$ cat src/core/brg_defines.svh
// Offsets, field positions, reset values and counts of the rate generator.
`ifndef BRG_DEFINES_SVH
`define BRG_DEFINES_SVH

`define OFS_BAUD_CONTROL    8'h00
`define OFS_RX_STATUS_CTRL  8'h04
`define OFS_DIV_LOW         8'h08
`define OFS_DIV_HIGH        8'h0C
`define OFS_TX_STATUS_CTRL  8'h10

`define BIT_RX_IDLE         6
`define BIT_WIDE_DIV        3
`define BIT_SYNC_MODE       4
`define BIT_HIGH_SPEED      2

`define WMASK_BAUD_CONTROL  8'h1B
`define WMASK_RX_STATUS     8'hF8
`define WMASK_TX_STATUS     8'hFD

`define RST_REG8            8'h00

`define MULT_SLOW           7'h40
`define MULT_MID            7'h10
`define MULT_FAST           7'h04

`define RESP_OKAY           2'h0
`define RESP_SLVERR         2'h2

`endif

$ cat src/core/brg_pkg.sv
// Types shared by the rate generator.
package brg_pkg;
    typedef enum logic [1:0] {
        MULT_X64,
        MULT_X16,
        MULT_X4
    } rate_mult_t;
    typedef logic [7:0] reg8_t;
endpackage

$ cat src/core/serial_baud_rate_generator.sv
// Serial port rate timer with AXI4-Lite register access.
//
// Notes on behaviour
// - One rate timer, 8 or 16 bits wide, serves async and sync operation.
// - After reset timer is 8-bit; wide-divisor select enables full 16-bit divisor.
// - Timer free-runs; its period comes from the low/high divisor pair.
// - Async multiplier depends on high-speed select and wide-divisor select.
// - Sync mode ignores the high-speed select.
// - Writing either divisor register clears the timer immediately.
// - Async, 8-bit, high-speed clear: rate is clock over 64 times n plus one.
// - Async, 16-bit, high-speed clear: rate is clock over 16 times n plus one.
// - Sync, 8-bit: rate is clock over 4 times n plus one.
// - Divisor n is high register bits 15..8 joined to low register bits 7..0; 8-bit mode uses low register only.
// - Transmit status/control holds sync select bit 4, high-speed bit 2.
// - Rate control holds wide select bit 3, idle flag bit 6; 5,2 read zero.
// - Idle flag reads 0 while receiving, 1 while receiver idle.
`timescale 1ns/100ps
`default_nettype none
`include "brg_defines.svh"

module serial_baud_rate_generator #(
    parameter int DIV_W = 16
) (
    // Clock and reset.
    input  wire logic               aclk,
    input  wire logic               aresetn,
    // AXI4-Lite write address and data.
    input  wire logic               s_axi_awvalid,
    output logic                    s_axi_awready,
    input  wire logic [7:0]         s_axi_awaddr,
    input  wire logic               s_axi_wvalid,
    output logic                    s_axi_wready,
    input  wire logic [31:0]        s_axi_wdata,
    input  wire logic [3:0]         s_axi_wstrb,
    // AXI4-Lite write response.
    output logic                    s_axi_bvalid,
    input  wire logic               s_axi_bready,
    output logic [1:0]              s_axi_bresp,
    // AXI4-Lite read.
    input  wire logic               s_axi_arvalid,
    output logic                    s_axi_arready,
    input  wire logic [7:0]         s_axi_araddr,
    output logic                    s_axi_rvalid,
    input  wire logic               s_axi_rready,
    output logic [31:0]             s_axi_rdata,
    output logic [1:0]              s_axi_rresp,
    // Shift logic side.
    input  wire logic               rx_busy,
    output logic                    rate_tick,
    output logic                    sync_mode
);
    import brg_pkg::*;

    // ==========================================================
    // Register bus slave
    brg_pkg::reg8_t baud_control_reg;
    brg_pkg::reg8_t rx_status_reg;
    brg_pkg::reg8_t div_low_reg;
    brg_pkg::reg8_t div_high_reg;
    brg_pkg::reg8_t tx_status_reg;
    logic           rx_idle_reg;
    logic           aw_have_reg;
    logic           w_have_reg;
    logic [7:0]     aw_addr_reg;
    logic [7:0]     w_data_reg;
    logic           w_strb_reg;
    logic           wr_go;
    logic           wr_div;
    logic           wr_hit;
    brg_pkg::reg8_t rd_byte;
    logic           rd_hit;

    assign wr_go = aw_have_reg && w_have_reg && !s_axi_bvalid;
    assign wr_hit = aw_addr_reg == `OFS_BAUD_CONTROL || aw_addr_reg == `OFS_RX_STATUS_CTRL
        || aw_addr_reg == `OFS_DIV_LOW || aw_addr_reg == `OFS_DIV_HIGH
        || aw_addr_reg == `OFS_TX_STATUS_CTRL;
    assign wr_div = wr_go && w_strb_reg
        && (aw_addr_reg == `OFS_DIV_LOW || aw_addr_reg == `OFS_DIV_HIGH);

    always_ff @(posedge aclk) begin
        if (!aresetn) begin
            aw_have_reg   <= 1'b0;
            aw_addr_reg   <= 8'h00;
            s_axi_awready <= 1'b0;
        end else begin
            s_axi_awready <= !aw_have_reg && !(s_axi_awvalid && s_axi_awready);
            if (s_axi_awvalid && s_axi_awready) begin
                aw_have_reg <= 1'b1;
                aw_addr_reg <= s_axi_awaddr;
            end else if (wr_go) begin
                aw_have_reg <= 1'b0;
            end
        end
    end

    always_ff @(posedge aclk) begin
        if (!aresetn) begin
            w_have_reg   <= 1'b0;
            w_data_reg   <= 8'h00;
            w_strb_reg   <= 1'b0;
            s_axi_wready <= 1'b0;
        end else begin
            s_axi_wready <= !w_have_reg && !(s_axi_wvalid && s_axi_wready);
            if (s_axi_wvalid && s_axi_wready) begin
                w_have_reg <= 1'b1;
                w_data_reg <= s_axi_wdata[7:0];
                w_strb_reg <= s_axi_wstrb[0];
            end else if (wr_go) begin
                w_have_reg <= 1'b0;
            end
        end
    end

    always_ff @(posedge aclk) begin
        if (!aresetn) begin
            s_axi_bvalid <= 1'b0;
            s_axi_bresp  <= `RESP_OKAY;
        end else if (wr_go) begin
            s_axi_bvalid <= 1'b1;
            s_axi_bresp  <= wr_hit ? `RESP_OKAY : `RESP_SLVERR;
        end else if (s_axi_bready) begin
            s_axi_bvalid <= 1'b0;
        end
    end

    // Only byte lane 0 carries register data; other lanes are ignored.
    always_ff @(posedge aclk) begin
        if (!aresetn) begin
            baud_control_reg <= `RST_REG8;
            rx_status_reg    <= `RST_REG8;
            div_low_reg      <= `RST_REG8;
            div_high_reg     <= `RST_REG8;
            tx_status_reg    <= `RST_REG8;
        end else if (wr_go && w_strb_reg) begin
            unique case (aw_addr_reg)
                `OFS_BAUD_CONTROL:   baud_control_reg <= w_data_reg & `WMASK_BAUD_CONTROL;
                `OFS_RX_STATUS_CTRL: rx_status_reg <= w_data_reg & `WMASK_RX_STATUS;
                `OFS_DIV_LOW:        div_low_reg <= w_data_reg;
                `OFS_DIV_HIGH:       div_high_reg <= w_data_reg;
                `OFS_TX_STATUS_CTRL: tx_status_reg <= w_data_reg & `WMASK_TX_STATUS;
                default: ;
            endcase
        end
    end

    // Idle flag is low while a reception is in progress.
    always_ff @(posedge aclk) begin
        if (!aresetn) begin
            rx_idle_reg <= 1'b1;
        end else begin
            rx_idle_reg <= !rx_busy;
        end
    end

    always_comb begin
        rd_byte = 8'h00;
        rd_hit  = 1'b1;
        unique case (s_axi_araddr)
            `OFS_BAUD_CONTROL: begin
                rd_byte = baud_control_reg;
                rd_byte[`BIT_RX_IDLE] = rx_idle_reg;
            end
            `OFS_RX_STATUS_CTRL: rd_byte = rx_status_reg;
            `OFS_DIV_LOW:        rd_byte = div_low_reg;
            `OFS_DIV_HIGH:       rd_byte = div_high_reg;
            `OFS_TX_STATUS_CTRL: rd_byte = tx_status_reg;
            default:             rd_hit = 1'b0;
        endcase
    end

    always_ff @(posedge aclk) begin
        if (!aresetn) begin
            s_axi_arready <= 1'b0;
            s_axi_rvalid  <= 1'b0;
            s_axi_rdata   <= 32'h00000000;
            s_axi_rresp   <= `RESP_OKAY;
        end else begin
            s_axi_arready <= !s_axi_rvalid && !(s_axi_arvalid && s_axi_arready);
            if (s_axi_arvalid && s_axi_arready) begin
                s_axi_rvalid <= 1'b1;
                s_axi_rdata  <= {24'h000000, rd_byte};
                s_axi_rresp  <= rd_hit ? `RESP_OKAY : `RESP_SLVERR;
            end else if (s_axi_rready) begin
                s_axi_rvalid <= 1'b0;
            end
        end
    end

    // ==========================================================
    // Rate timer
    logic                wide_sel;
    logic                fast_sel;
    logic                sync_sel;
    brg_pkg::rate_mult_t mult_sel;
    logic [6:0]          mult_val;
    logic [5:0]          pre_max;
    logic [5:0]          pre_reg;
    logic [DIV_W-1:0]    tim_reg;
    logic [DIV_W-1:0]    div_eff;
    logic                pre_wrap;
    logic                tim_wrap;

    assign wide_sel = baud_control_reg[`BIT_WIDE_DIV];
    assign fast_sel = tx_status_reg[`BIT_HIGH_SPEED];
    assign sync_sel = tx_status_reg[`BIT_SYNC_MODE];
    // Narrow mode uses only the low divisor byte.
    assign div_eff = wide_sel ? {div_high_reg, div_low_reg} : {8'h00, div_low_reg};

    always_comb begin
        if (sync_sel) begin
            mult_sel = MULT_X4;
        end else if (wide_sel) begin
            mult_sel = fast_sel ? MULT_X4 : MULT_X16;
        end else begin
            mult_sel = fast_sel ? MULT_X16 : MULT_X64;
        end
    end

    always_comb begin
        unique case (mult_sel)
            MULT_X64: mult_val = `MULT_SLOW;
            MULT_X16: mult_val = `MULT_MID;
            MULT_X4:  mult_val = `MULT_FAST;
            default:  mult_val = `MULT_SLOW;
        endcase
    end

    assign pre_max  = 6'(mult_val - 7'h01);
    assign pre_wrap = pre_reg >= pre_max;
    assign tim_wrap = tim_reg >= div_eff;

    // The prescaler and the timer together give a period of mult times n plus one.
    always_ff @(posedge aclk) begin
        if (!aresetn || wr_div) begin
            pre_reg <= 6'h00;
            tim_reg <= '0;
        end else begin
            pre_reg <= pre_wrap ? 6'h00 : 6'(pre_reg + 6'h01);
            if (pre_wrap) begin
                tim_reg <= tim_wrap ? '0 : tim_reg + DIV_W'(1);
            end
        end
    end

    always_ff @(posedge aclk) begin
        if (!aresetn) begin
            rate_tick <= 1'b0;
            sync_mode <= 1'b0;
        end else begin
            rate_tick <= pre_wrap && tim_wrap && !wr_div;
            sync_mode <= sync_sel;
        end
    end

    // ==========================================================
    // Checks
    logic [23:0] gap_reg;
    logic        clean_reg;
    logic [23:0] period_exp;
    assign period_exp = 24'(mult_val) * (24'(div_eff) + 24'h000001);
    always_ff @(posedge aclk) begin
        if (!aresetn || rate_tick) begin
            gap_reg <= 24'h000000;
        end else begin
            gap_reg <= gap_reg + 24'h000001;
        end
    end

    always_ff @(posedge aclk) begin
        if (!aresetn || wr_go) begin
            clean_reg <= 1'b0;
        end else if (rate_tick) begin
            clean_reg <= 1'b1;
        end
    end

    property p_period;
        @(posedge aclk) disable iff (!aresetn)
        rate_tick && clean_reg |-> gap_reg == period_exp - 24'h000001;
    endproperty
    a_period: assert property (p_period) else $error("Tick period wrong.");

    property p_restart;
        @(posedge aclk) disable iff (!aresetn)
        wr_div |=> pre_reg == 6'h00 && tim_reg == '0 ##1 !rate_tick;
    endproperty
    a_restart: assert property (p_restart) else $error("Divisor write did not restart.");

    property p_async_slow;
        @(posedge aclk) disable iff (!aresetn)
        !sync_sel && !wide_sel && !fast_sel |-> mult_val == 7'd64;
    endproperty
    a_async_slow: assert property (p_async_slow) else $error("Slow multiplier wrong.");
    property p_async_wide;
        @(posedge aclk) disable iff (!aresetn)
        !sync_sel && wide_sel && !fast_sel |-> mult_val == 7'd16;
    endproperty
    a_async_wide: assert property (p_async_wide) else $error("Wide multiplier wrong.");
    property p_high_speed;
        @(posedge aclk) disable iff (!aresetn)
        !sync_sel && fast_sel |-> mult_val == (wide_sel ? 7'd4 : 7'd16);
    endproperty
    a_high_speed: assert property (p_high_speed) else $error("Fast multiplier wrong.");
    property p_sync;
        @(posedge aclk) disable iff (!aresetn)
        sync_sel |-> mult_val == 7'd4;
    endproperty
    a_sync: assert property (p_sync) else $error("Sync multiplier wrong.");

    // A mode switch may leave the timer above a narrow divisor; one step must bring it back.
    property p_narrow;
        @(posedge aclk) disable iff (!aresetn)
        !wide_sel && pre_wrap |=> tim_reg <= {8'h00, $past(div_low_reg)};
    endproperty
    a_narrow: assert property (p_narrow) else $error("Narrow timer overran.");

    property p_idle;
        @(posedge aclk) disable iff (!aresetn)
        s_axi_arvalid && s_axi_arready && s_axi_araddr == `OFS_BAUD_CONTROL |=>
            s_axi_rdata[`BIT_RX_IDLE] == $past(rx_idle_reg) && !s_axi_rdata[5] && !s_axi_rdata[2];
    endproperty
    a_idle: assert property (p_idle) else $error("Idle flag read wrong.");

    property p_idle_flag;
        @(posedge aclk) disable iff (!aresetn)
        rx_idle_reg == !$past(rx_busy) && baud_control_reg[5] == 1'b0
            && baud_control_reg[2] == 1'b0;
    endproperty
    a_idle_flag: assert property (p_idle_flag) else $error("Idle flag or zero bits wrong.");

    c_tick: cover property (@(posedge aclk) disable iff (!aresetn) rate_tick && clean_reg);
    c_restart: cover property (@(posedge aclk) disable iff (!aresetn) wr_div ##1 !rate_tick);
    c_wide: cover property (@(posedge aclk) disable iff (!aresetn) wide_sel && rate_tick);
    c_sync: cover property (@(posedge aclk) disable iff (!aresetn) sync_sel && rate_tick);
endmodule

`default_nettype wire

$ cat config.mk
export PLATFORM = sky130hd
export DESIGN_NAME = serial_baud_rate_generator
export DESIGN_NICKNAME = d
export VERILOG_FILES = /design/src/core/brg_pkg.sv /design/src/core/serial_baud_rate_generator.sv
export VERILOG_INCLUDE_DIRS = /design/src /design/src/core
export SDC_FILE = /design/constraint.sdc
export NUM_CORES = 1
export LEC_CHECK = 0
export BUFFER_PORTS_ARGS = -buffer_cell sky130_fd_sc_hd__buf_4
export CAP_MARGIN = 20
export CORE_ASPECT_RATIO = 1.25
export CORE_MARGIN = 2
export CORE_UTILIZATION = 44
export CTS_CLUSTER_SIZE = 28
export DETAILED_ROUTE_END_ITERATION = 16
export HOLD_SLACK_MARGIN = 0.1
export PLACE_DENSITY = 0.67
export SKIP_LAST_GASP = 1
export SYNTH_ARGS = -nofsm -noshare
export SYNTH_HDL_FRONTEND = slang
export SYNTH_SLANG_ARGS = --single-unit
export TNS_END_PERCENT = 1
$ cat constraint.sdc
create_clock -name aclk -period 4.43 [get_ports aclk]
set_input_delay 0.886 -clock aclk [delete_from_list [all_inputs] [get_ports aclk]]
set_output_delay 0.886 -clock aclk [all_outputs]
set_load 0.01 [all_outputs]
# Yosys cells after proc, flatten, opt, wreduce, memory -nomap -nowiden
# Cells that the tools add are included.
# op_classes
magnitude_cmp,2
n_reduce_logical,41
add_sub_neg,3
mux,18
n_eq_ne,10
# ops
operator,count
8-bit case mux with 5 select lines,1
"8-bit by 4-bit == test with 1-bit output, second input constant",4
16-bit 2-to-1 mux,2
"16-bit by 1-bit adder with 16-bit output, second input constant",1
"8-bit by 3-bit == test with 1-bit output, second input constant",2
"8-bit by 5-bit == test with 1-bit output, second input constant",2
16-bit >= comparator,1
8-bit logical NOT,2
1-bit logical AND,12
1-bit logical NOT,10
2-bit 2-to-1 mux,5
5-bit case mux with 2 select lines,1
2-bit AND reduction,5
1-bit 2-to-1 mux,9
2-bit nonzero test,4
"6-bit by 1-bit adder with 6-bit output, second input constant",1
6-bit >= comparator,1
1-bit logical OR,6
"6-bit by 1-bit subtractor with 6-bit output, second input constant",1
5-bit OR reduction,1
"2-bit by 1-bit == test with 1-bit output, second input constant",1
"2-bit == test, second input constant",1
2-bit OR reduction,1
# totals
output_inout_bits,43
reg_bits,93

# Logic depth before layout (Yosys ltp)
# Gate-level depths: netlist of run 1.
# logic_depth
word_depth,9
depth_mapped,11
ltp_nobuf,10

# Worst setup path before layout of run 1
# Ideal clock, no wire load.
# synth_path
path_kind,register to register
start,reg baud_control_reg[3]
end,reg tim_reg[11]
setup_ns,0.086
setup_slack_ns,1.919
arrival_ns,2.425
required_ns,4.344
path_stages_with_launch,11
cell_sequence,dfxtp_1 ha_1 or2_2 ha_1 inv_1 ha_1 nand3_1 o22ai_1 o21ai_0 or4_1 a211oi_1
# synth_between
elab_chain_len,6
word_cells_on_any_way,10
# synth_lines
element,line,rtl
start: declaration,serial_baud_rate_generator.sv:56,brg_pkg::reg8_t baud_control_reg;
start signal: assignment,serial_baud_rate_generator.sv:129,baud_control_reg <= `RST_REG8;
start signal: assignment,serial_baud_rate_generator.sv:136,`OFS_BAUD_CONTROL: baud_control_reg <= w_data_reg & `WMASK_BAUD_CONTROL;
2-bit 2-to-1 mux,serial_baud_rate_generator.sv:212,end else if (wide_sel) begin
2-bit 2-to-1 mux,serial_baud_rate_generator.sv:210,if (sync_sel) begin
2-bit == test / 2-bit by 1-bit == test with 1-bit output (equally long branches),serial_baud_rate_generator.sv:220,unique case (mult_sel)
5-bit case mux with 2 select lines,serial_baud_rate_generator.sv:220,
6-bit by 1-bit subtractor with 6-bit output,serial_baud_rate_generator.sv:228,assign pre_max = 6'(mult_val - 7'h01);
6-bit >= comparator,serial_baud_rate_generator.sv:229,assign pre_wrap = pre_reg >= pre_max;
end signal: assignment,serial_baud_rate_generator.sv:240,tim_reg <= tim_wrap ? '0 : tim_reg + DIV_W'(1);
end: declaration,serial_baud_rate_generator.sv:198,logic [DIV_W-1:0] tim_reg;
# Parallel ways exist; a longest one is shown, timed or not.
# A chain may end at the register's enable or synchronous reset.

# Final worst setup path of run 1
# Ends and elaborated chain as after synthesis.

==> results of run 1 <==
layer usage:
metal	share of wire	up-vias
li1	-	1817
met3	0.034	18
met1	0.45	1659
met4	0.021	0
met5	0	-
met2	0.49	76
cell type report:
class                           instances  area share
Timing Repair Buffer                   51      0.0735
Sequential cell                        91       0.350
Multi-Input combinational cell        385       0.484
Tap cell                              129      0.0310
Inverter                               14      0.0101
Clock inverter                          4     0.00505
Clock buffer                           11      0.0466
how the worst max path moves through the flow:
| stage | from | to |
|---|---|---|
| floorplan | baud_control_reg[3] | tim_reg[11] |
| global placement | baud_control_reg[3] | tim_reg[11] |
| detailed placement | baud_control_reg[3] | tim_reg[11] |
| CTS | baud_control_reg[3] | tim_reg[11] |
| global route | baud_control_reg[3] | tim_reg[11] |
| finish | baud_control_reg[3] | tim_reg[11] |
metrics by stage:
step / total power (W) / hold slack [ns]
2_1_floorplan: 0.000946 / 0.418
3_3_place_gp: 0.000972 / 0.435
3_5_place_dp: 0.000974 / 0.439
4_1_cts: 0.00167 / 0.454
5_1_grt: 0.00172 / 0.472
6_report: 0.00166 / 0.450
critical path, stage by stage, from the launching register on:
cell and delay, ns:
dfxtp_1 0.43, ha_1 0.26, or2_2 0.27, ha_1 0.28, inv_1 0.06, ha_1 0.29
nand3_1 0.07, o22ai_1 0.16, buf_4 0.22, o21ai_0 0.22, or4_1 0.46, a211oi_1 0.22
cell families (layout without fill, tap and decap cells):
kind of cell | after synthesis | in the layout | synth area share
AND/OR/NAND/NOR | 199 | 199 | 0.221
flip-flops | 91 | 91 | 0.396
AO/OA/AOI/OAI | 90 | 90 | 0.137
buffers and inverters | 63 | 80 | 0.0767
multiplexers | 29 | 29 | 0.0715
adder cells (fa/ha/maj) | 24 | 24 | 0.0653
XOR/XNOR | 17 | 17 | 0.0324
other | 1 | 26 | 0.000815
synthesized netlist by cell type (3+ instances only):
| master | n | area [um2] |
|---|---|---|
| a211oi_1 | 3 | 22.5 |
| a21boi_0 | 30 | 225 |
| a21oi_1 | 9 | 45.0 |
| a22o_1 | 3 | 26.3 |
| a22oi_1 | 3 | 22.5 |
| a31oi_1 | 5 | 31.3 |
| and2_1 | 12 | 75.1 |
| and3_1 | 4 | 25.0 |
| buf_2 | 3 | 15.0 |
| buf_4 | 28 | 210 |
| clkbuf_1 | 16 | 60.1 |
| dfxtp_1 | 91 | 1820 |
| ha_1 | 24 | 300 |
| inv_1 | 14 | 52.6 |
| mux2i_1 | 25 | 250 |
| mux4_2 | 3 | 67.6 |
| nand2_1 | 80 | 300 |
| nand2b_1 | 3 | 18.8 |
| nand3_1 | 14 | 70.1 |
| nand4_1 | 5 | 31.3 |
| nor2_1 | 16 | 60.1 |
| nor2b_1 | 29 | 181 |
| nor3_1 | 19 | 95.1 |
| o2111ai_1 | 5 | 43.8 |
| o211ai_1 | 3 | 22.5 |
| o21ai_0 | 15 | 75.1 |
| xnor2_1 | 3 | 26.3 |
| xor2_1 | 14 | 123 |
report_power, final:
| part | switching [W] | internal (W) |
|---|---|---|
| Sequential | 0.0000166 | 0.000834 |
| Clock | 0.000310 | 0.000392 |
| Combinational | 0.0000573 | 0.0000472 |
==> impl_metrics.tcl, run 1 <==
set metrics [dict create \
    worstHoldEndpoint "pre_reg[0]" \
    worst_pin_slew_ns 0.872 \
    die_w_um 95.5 \
    multi_input_area_um2 2520 \
    fin_crit_sh 0.685 \
    met1_usage 0.226 \
    p_leak_nw 2.09 \
    skew_ns 0.00599 \
    finalSetupTns_ns 0 \
    dieArea_um2 11300 \
    yosysWarningCount 0 \
    final_util 0.513 \
    syn_area_um2 4600 \
    status "completed" \
    cts_buffers 9 \
    synth_edf_count 0 \
    relSlewSlack 0.414 \
    antenna_found_initial 0 \
    wl_per_cell_um 14.6 \
    synth.distinct_cells 54 \
    clk_latency_ns 0.34 \
    r2r_end "tim_reg[11]" \
    final_cell_mix "dfxtp_1, nand2_1, buf_4, a21boi_0, nor2b_1" \
    vias 3570 \
    worst-r2r-setup-slack_ns 1.39 \
    drive_above_1_share 0.138 \
    clkTransAtPathRegs_ns 0.06 \
    cts_tree "built" \
    grt_pass1_wl_mm 16.2 \
    ys_seq_area_frac 0.396 \
    worst_hold_path_type "flop to flop" \
    track_usage 0.182 \
    core_area_um2 10200 \
    antenna_cells 0 \
    dpl.hpwl_mm 7.41 \
    clockBufferDepth 2 \
    reg2regPathDepth 11 \
    h-tree-depth 3 \
    ant_nets 0 \
    ios 103 \
    crit_fanout 13 \
    grt_max_degree 68 \
    fin_ws_ns 1.39 \
    area_delta_synth_final_pct 13.2 \
    postSynthCellCount 514 \
    worstSetupStartpointType "flop" \
    vdd_drop_max_uv 205 \
    cap_violations 0 \
    wirelength_mm 9.98 \
    rsz0062_at_grt "false" \
    nFillCells 979 \
    seq_area_um2 1820 \
    initial_core_util 0.453 \
    slew_viol_final 0 \
    cts.repair.resized 0 \
    nets 636 \
    dr.pass1.iters 4 \
    layout_commonest_cell "dfxtp_1" \
    io_buffers 49 \
    viasPerCell 5.21 \
    path_class "flop to flop" \
    drtIter0Drc 202 \
    drc 0 \
    period_minus_slack_ns 3.04 \
    finalSetupViolations 0 \
    ys_seq_elements 91 \
    place_ws_ns 1.44 \
    synth_async_sr_flop_share 0 \
    synth_flop_cell "dfxtp_1" \
    cp-end-kind "flop" \
    die_y_um 118 \
    postCtsSetupBuffers 0 \
    rows 41 \
    cts_num_sinks 91 \
    largest_reg_flops 16 \
    gr-usage-met2 0.308 \
    dpl_cell_area_um2 4940 \
    cts_hold_buf 0 \
    first_global_vias 3396 \
    dp.cells 670 \
    min_path_cells 1 \
    clockRootBuffer "clkbuf_16" \
    max_freq_ghz 0.329 \
    busiest_layer "met2" \
    final_cells 685 \
    grt_use_met3 0.0357 \
    timing.rr.start "baud_control_reg[3]" \
    syn_avg_cell_area_um2 8.95 \
    grt_overflow 0 \
    worstHoldStart "pre_reg[0]" \
    cp.required_ns 4.68 \
    gp_congestion 0.800 \
    finalInstanceArea_um2 5210 \
    arrival_ns 3.29 \
    powerDensity_nw_per_um2 318 \
    hold_viol_final 0 \
]
No activity file was read; power rests on OpenSTA's default activity.
==> inputs of run 2 (changes only) <==
Settings changed: ABC_AREA set to 1.
Clock period 4.43 ns to 2.9 ns, I/O delays scaled along.
==> impl_metrics.tcl, run 2 <==
set metrics [dict create \
    highest_layer "met4" \
    dpl.hpwl_mm 8.20 \
    synth.distinct_cells 42 \
    h-tree-depth 3 \
    syn_area_um2 4780 \
    drtIter0Drc 182 \
    syn_avg_cell_area_um2 7.42 \
    worst_pin_slew_ns 0.502 \
    io_buffers 49 \
    final_cell_mix "nand2_1, dfxtp_1, inv_1, a21oi_1, nor2_1" \
    powerDensity_nw_per_um2 484 \
    dr.pass1.iters 4 \
    period_minus_slack_ns 2.45 \
    synth_most_common_cell "nand2_1" \
    viasPerCell 5.10 \
    hold_viol_final 0 \
    die_y_um 121 \
    clockBufferDepth 2 \
    cts_buffers 9 \
    timing.rr.start "tx_status_reg[2]" \
    core_area_um2 10600 \
    finalSetupViolations 0 \
    wl_per_cell_um 12.9 \
    ant_nets 0 \
    ys_seq_area_frac 0.381 \
    fin_crit_sh 0.843 \
    slew_viol_final 0 \
    max_freq_ghz 0.409 \
    gp_congestion 0.936 \
    ys_seq_elements 91 \
    vias 4225 \
    wl_met3_um 344 \
    ios 103 \
    track_usage 0.189 \
    cap_violations 0 \
    first_global_vias 4035 \
    vdd_drop_max_uv 296 \
    path_class "flop to flop" \
    crit_fanout 11 \
    worstHoldEndpoint "rx_idle_reg" \
    drc 0 \
    antenna_found_initial 0 \
    synth_async_sr_flop_share 0 \
    skew_ns 0.00539 \
    cts_hold_buf 0 \
    finalSetupTns_ns 0 \
    grt_overflow 0 \
    worst-r2r-setup-slack_ns 0.45 \
    initial_core_util 0.450 \
    rows 42 \
    cp-end-kind "flop" \
    drive_above_1_share 0.149 \
    wl_met2_mm 5.32 \
    clk_latency_ns 0.34 \
    layout_commonest_cell "nand2_1" \
    clkTransAtPathRegs_ns 0.06 \
    worstHoldStart "rx_busy" \
    yosysWarningCount 0 \
    cts_num_sinks 91 \
    rsz0062_at_grt "false" \
    p_leak_nw 2.37 \
    cp.required_ns 3.16 \
    synth_edf_count 0 \
    status "completed" \
    relSlewSlack 0.663 \
    wirelength_mm 10.7 \
    postSynthCellCount 644 \
    clockRootBuffer "clkbuf_16" \
    antenna_cells 0 \
    die_w_um 97.2 \
    whs_ns 0.404 \
    synth_area_leaders "dfxtp_1, nand2_1, a21oi_1, ha_1, inv_1" \
    cts.repair.resized 0 \
    m1WireLength_mm 4.64 \
    min_path_cells 2 \
    cts_tree "built" \
    yosysTopAreaCellShare 0.381 \
    largest_reg_flops 16 \
    synth_largest_area_cell "dfxtp_1" \
    r2r_end "tim_reg[3]" \
    postCtsSetupBuffers 0 \
    nets 776 \
    area_delta_synth_final_pct 13.8 \
    reg2regPathDepth 13 \
    synth_flop_cell "dfxtp_1" \
    synth_common_cells "nand2_1, dfxtp_1, inv_1" \
    dieArea_um2 11700 \
    grt_pass1_wl_mm 18.2 \
    worst_hold_path_type "primary input to flop" \
    worstSetupStartpointType "flop" \
    arrival_ns 2.71 \
    grt_max_degree 52 \
]
==> run 2: changes by cell type in the layout (fill, tap and decap cells not counted), moves of 12 or more <==
cell	change
nand4_1	+13
nand2_1	+20
o21ai_0	+44
nand3_1	+16
mux2i_1	-24
inv_1	+66
xor2_1	-12
a21boi_0	-30
a21oi_1	+55
and2_1	-12
nor2_1	+47
nor2b_1	-29
==> run 2: worst max-delay path by stage <==
| stage | from | end | slack (ns) | cells after the start |
|---|---|---|---|---|
| 6_report | tx_status_reg[2] | tim_reg[3] | 0.45 | 13 |
| 4_1_cts | tx_status_reg[2] | tim_reg[3] | 0.45 | 13 |
| 3_3_place_gp | tx_status_reg[2] | tim_reg[15] | 0.54 | 13 |
| 2_1_floorplan | baud_control_reg[3] | tim_reg[2] | 0.67 | 13 |
| 3_5_place_dp | tx_status_reg[2] | pre_reg[4] | 0.52 | 12 |
| 5_1_grt | tx_status_reg[2] | tim_reg[8] | 0.26 | 13 |
==> run 2: area by class of cell <==
class | count | area [um2]
Clock inverter | 3 | 22.5
Inverter | 87 | 329
Timing Repair Buffer | 52 | 390
Tap cell | 132 | 165
Fill cell | 1074 | 5180
Sequential cell | 91 | 1820
Multi-Input combinational cell | 451 | 2450
Clock buffer | 13 | 260
==> run 2: through the flow <==
stage	util	power [W]	std cells	worst slack, ns	cell area (um2)
2_1_floorplan	-	0.00150	669	0.670	4870
3_3_place_gp	0.486	0.00154	813	0.543	5150
4_1_cts	0.512	0.00265	829	0.454	5440
3_5_place_dp	0.486	0.00155	813	0.520	5150
5_1_grt	0.512	0.00273	829	0.257	5440
6_report	0.512	0.00263	829	0.454	5440
==> run 2: critical path: stages, from the launching register on <==
cell and delay (ns):
dfxtp_1 0.34, ha_1 0.18, or2_2 0.27, ha_1 0.27, inv_1 0.05, ha_1 0.29
nand2_1 0.07, inv_1 0.04, o21ai_1 0.08, nand3_2 0.13, buf_4 0.21, nand2_2 0.18
nand3_1 0.11, nor2_1 0.14
==> run 2: where the power goes <==
part | internal, W | switching (W)
combinational | 0.0000807 | 0.000127
sequential | 0.00128 | 0.0000278
clock | 0.000630 | 0.000480
==> run 2: metal layers <==
| layer | vias up | global-route usage |
|---|---|---|
| met2 | 101 | 0.333 |
| met3 | 29 | 0.0329 |
| met4 | 0 | 0.0981 |
| met1 | 1922 | 0.218 |
| met5 | - | 0 |
| li1 | 2173 | - |
==> run 2: cell families after synthesis <==
kind of cell	after synthesis	share of synthesized area
xor+xnor	4	0.00733
compound gates	142	0.161
flops	91	0.381
mux	1	0.00209
simple gates	254	0.259
buf+inv	127	0.126
other cells	1	0.000785
fa+ha+maj	24	0.0628
==> inputs of run 3 (changes only) <==
Settings changed: PLACE_DENSITY 0.67 to 0.69.
Clock period 2.9 ns to 2.1 ns, I/O delays scaled along.
==> impl_metrics.tcl, run 3 (synthesis gave the netlist of run 2 again) <==
set metrics [dict create \
    status "finished with violations" \
    violations "negative setup slack" \
    gp_congestion 0.967 \
    drc 0 \
    cpPeakStageDelay_ns 0.32 \
    cts_hold_buf 0 \
    final_util 0.539 \
    largest_reg_flops 16 \
    track_usage 0.203 \
    cts_num_sinks 91 \
    final_cell_mix "nand2_1, dfxtp_1, inv_1, buf_4, nor2_1" \
    power.total_w 0.00366 \
    dpl.hpwl_mm 8.53 \
    viasPerCell 5.22 \
    finalSetupViolations 22 \
    grt_overflow 0 \
    vias 4420 \
    hold_viol_final 0 \
    wl_per_cell_um 13.6 \
    drive_above_1_share 0.196 \
    vdd_drop_max_uv 498 \
    arrival_ns 2.47 \
    path_cells "ha_1, or2_4, ha_4, inv_2, ha_4, nand2_1, inv_2, nand4_1, nand3_4, inv_6, buf_4, nor3_4, nor2_1" \
    ant_nets 0 \
    dpl_cell_area_um2 5310 \
    drtIter0Drc 236 \
    core_area_um2 10600 \
    finalInstanceArea_um2 5720 \
    dr.pass1.iters 8 \
    worst-r2r-setup-slack_ns -0.13 \
    worstHoldEndpoint "rx_idle_reg" \
    cts_buffers 9 \
    cp_slowest_cell "dfxtp_2" \
    slew_viol_final 0 \
    clk_latency_ns 0.34 \
    nets 794 \
    worstHoldStart "rx_busy" \
    clockRootBuffer "clkbuf_16" \
    fin_crit_sh 1.06 \
    fin_ws_ns -0.129 \
    h-tree-depth 3 \
    p_leak_nw 2.48 \
    cp-end-kind "flop" \
    rsz0062_at_grt "true" \
    die_w_um 97.2 \
    antenna_found_initial 0 \
    period_minus_slack_ns 2.23 \
    powerDensity_nw_per_um2 641 \
    r2r_end "tim_reg[13]" \
    layout_commonest_cell "nand2_1" \
    skew_ns 0.00568 \
    initial_core_util 0.450 \
    crit_fanout 7 \
    min_path_cells 2 \
    rows 42 \
    antenna_cells 0 \
    clockBufferDepth 2 \
    clkTransAtPathRegs_ns 0.06 \
    reg2regPathDepth 13 \
    worst_hold_path_type "primary input to flop" \
    cap_violations 0 \
    cts_tree "built" \
    max_freq_ghz 0.449 \
    grt_max_degree 51 \
    cp.required_ns 2.34 \
    wirelength_mm 11.5 \
    area_delta_synth_final_pct 19.7 \
    dieArea_um2 11700 \
    first_global_vias 4237 \
    die_y_um 121 \
    grt_pass1_wl_mm 19.2 \
    timing.rr.start "baud_control_reg[3]" \
    worstSetupStartpointType "flop" \
    io_buffers 49 \
    path_class "flop to flop" \
    ios 103 \
]
## run 3: cell count changes in the layout (fill, tap and decap cells not counted), moves of 3 or more
cell,change
ha_4,+3
buf_4,+13
o21ai_0,-3
nor3_2,+5
inv_6,+3
ha_1,-3
nor3_1,-6
## run 3: critical path, delay by kind of cell (launching register included)
family | cells | cell delay [ns]
buffers and inverters | 4 | 0.32
and+or+nand+nor | 6 | 0.76
adders and majority gates | 3 | 0.71
DFF | 1 | 0.32
## run 3: area by class of cell
class,count,area [um2]
clock buffer,10,239
inverter,87,337
fill,1010,4900
clock inverter,6,48.8
timing repair buffer,69,551
tap,132,165
sequential,91,1820
timing repair inverter,1,8.76
multi-input combinational,451,2550
## run 3: layer usage
metal  vias up  GRT usage  part of all wire
met3        39     0.0306             0.050
met1      2006      0.218              0.39
met5         -          0                 0
met4         0      0.117             0.043
li1       2224          -                 -
met2       151      0.378              0.52
## run 3: power by group
group | leakage, nW | internal, W | total, W | switching, W
Clock | 0.143 | 0.000847 | 0.00156 | 0.000712
Sequential | 0.739 | 0.00177 | 0.00181 | 0.0000393
Combinational | 1.60 | 0.000115 | 0.000294 | 0.000179
Total | 2.48 | 0.00273 | 0.00366 | 0.000930
## run 3: worst max path at each step
stage	from	cells past startpoint	slack, ns	end
after global routing	baud_control_reg[3]	13	-0.27	tim_reg[13]
after global placement	baud_control_reg[3]	13	-0.14	tim_reg[3]
after CTS	baud_control_reg[3]	13	-0.16	tim_reg[3]
final	baud_control_reg[3]	13	-0.13	tim_reg[13]
after floorplan	baud_control_reg[3]	13	-0.01	tim_reg[9]
after detailed placement	baud_control_reg[3]	12	-0.29	pre_reg[2]
## run 3: metrics by stage
stage               hold slack, ns  std cells  setup slack [ns]  setup TNS [ns]
global placement             0.440        827            -0.144           -2.11
floorplan                    0.423        669           -0.0102         -0.0415
detailed placement           0.446        827            -0.286           -3.89
global route                 0.223        847            -0.274           -5.40
CTS                          0.223        847            -0.156           -2.67
finish                       0.229        847            -0.129           -2.03
## run 3: repair_timing
| item | 4_1_cts | 5_1_grt |
|---|---|---|
| pin swaps | 3 | 3 |
| setup endpoints to repair | 23 | 23 |
| resized for setup | 18 | 2 |
| cloned | 1 | 0 |
| setup buffers | 3 | 0 |
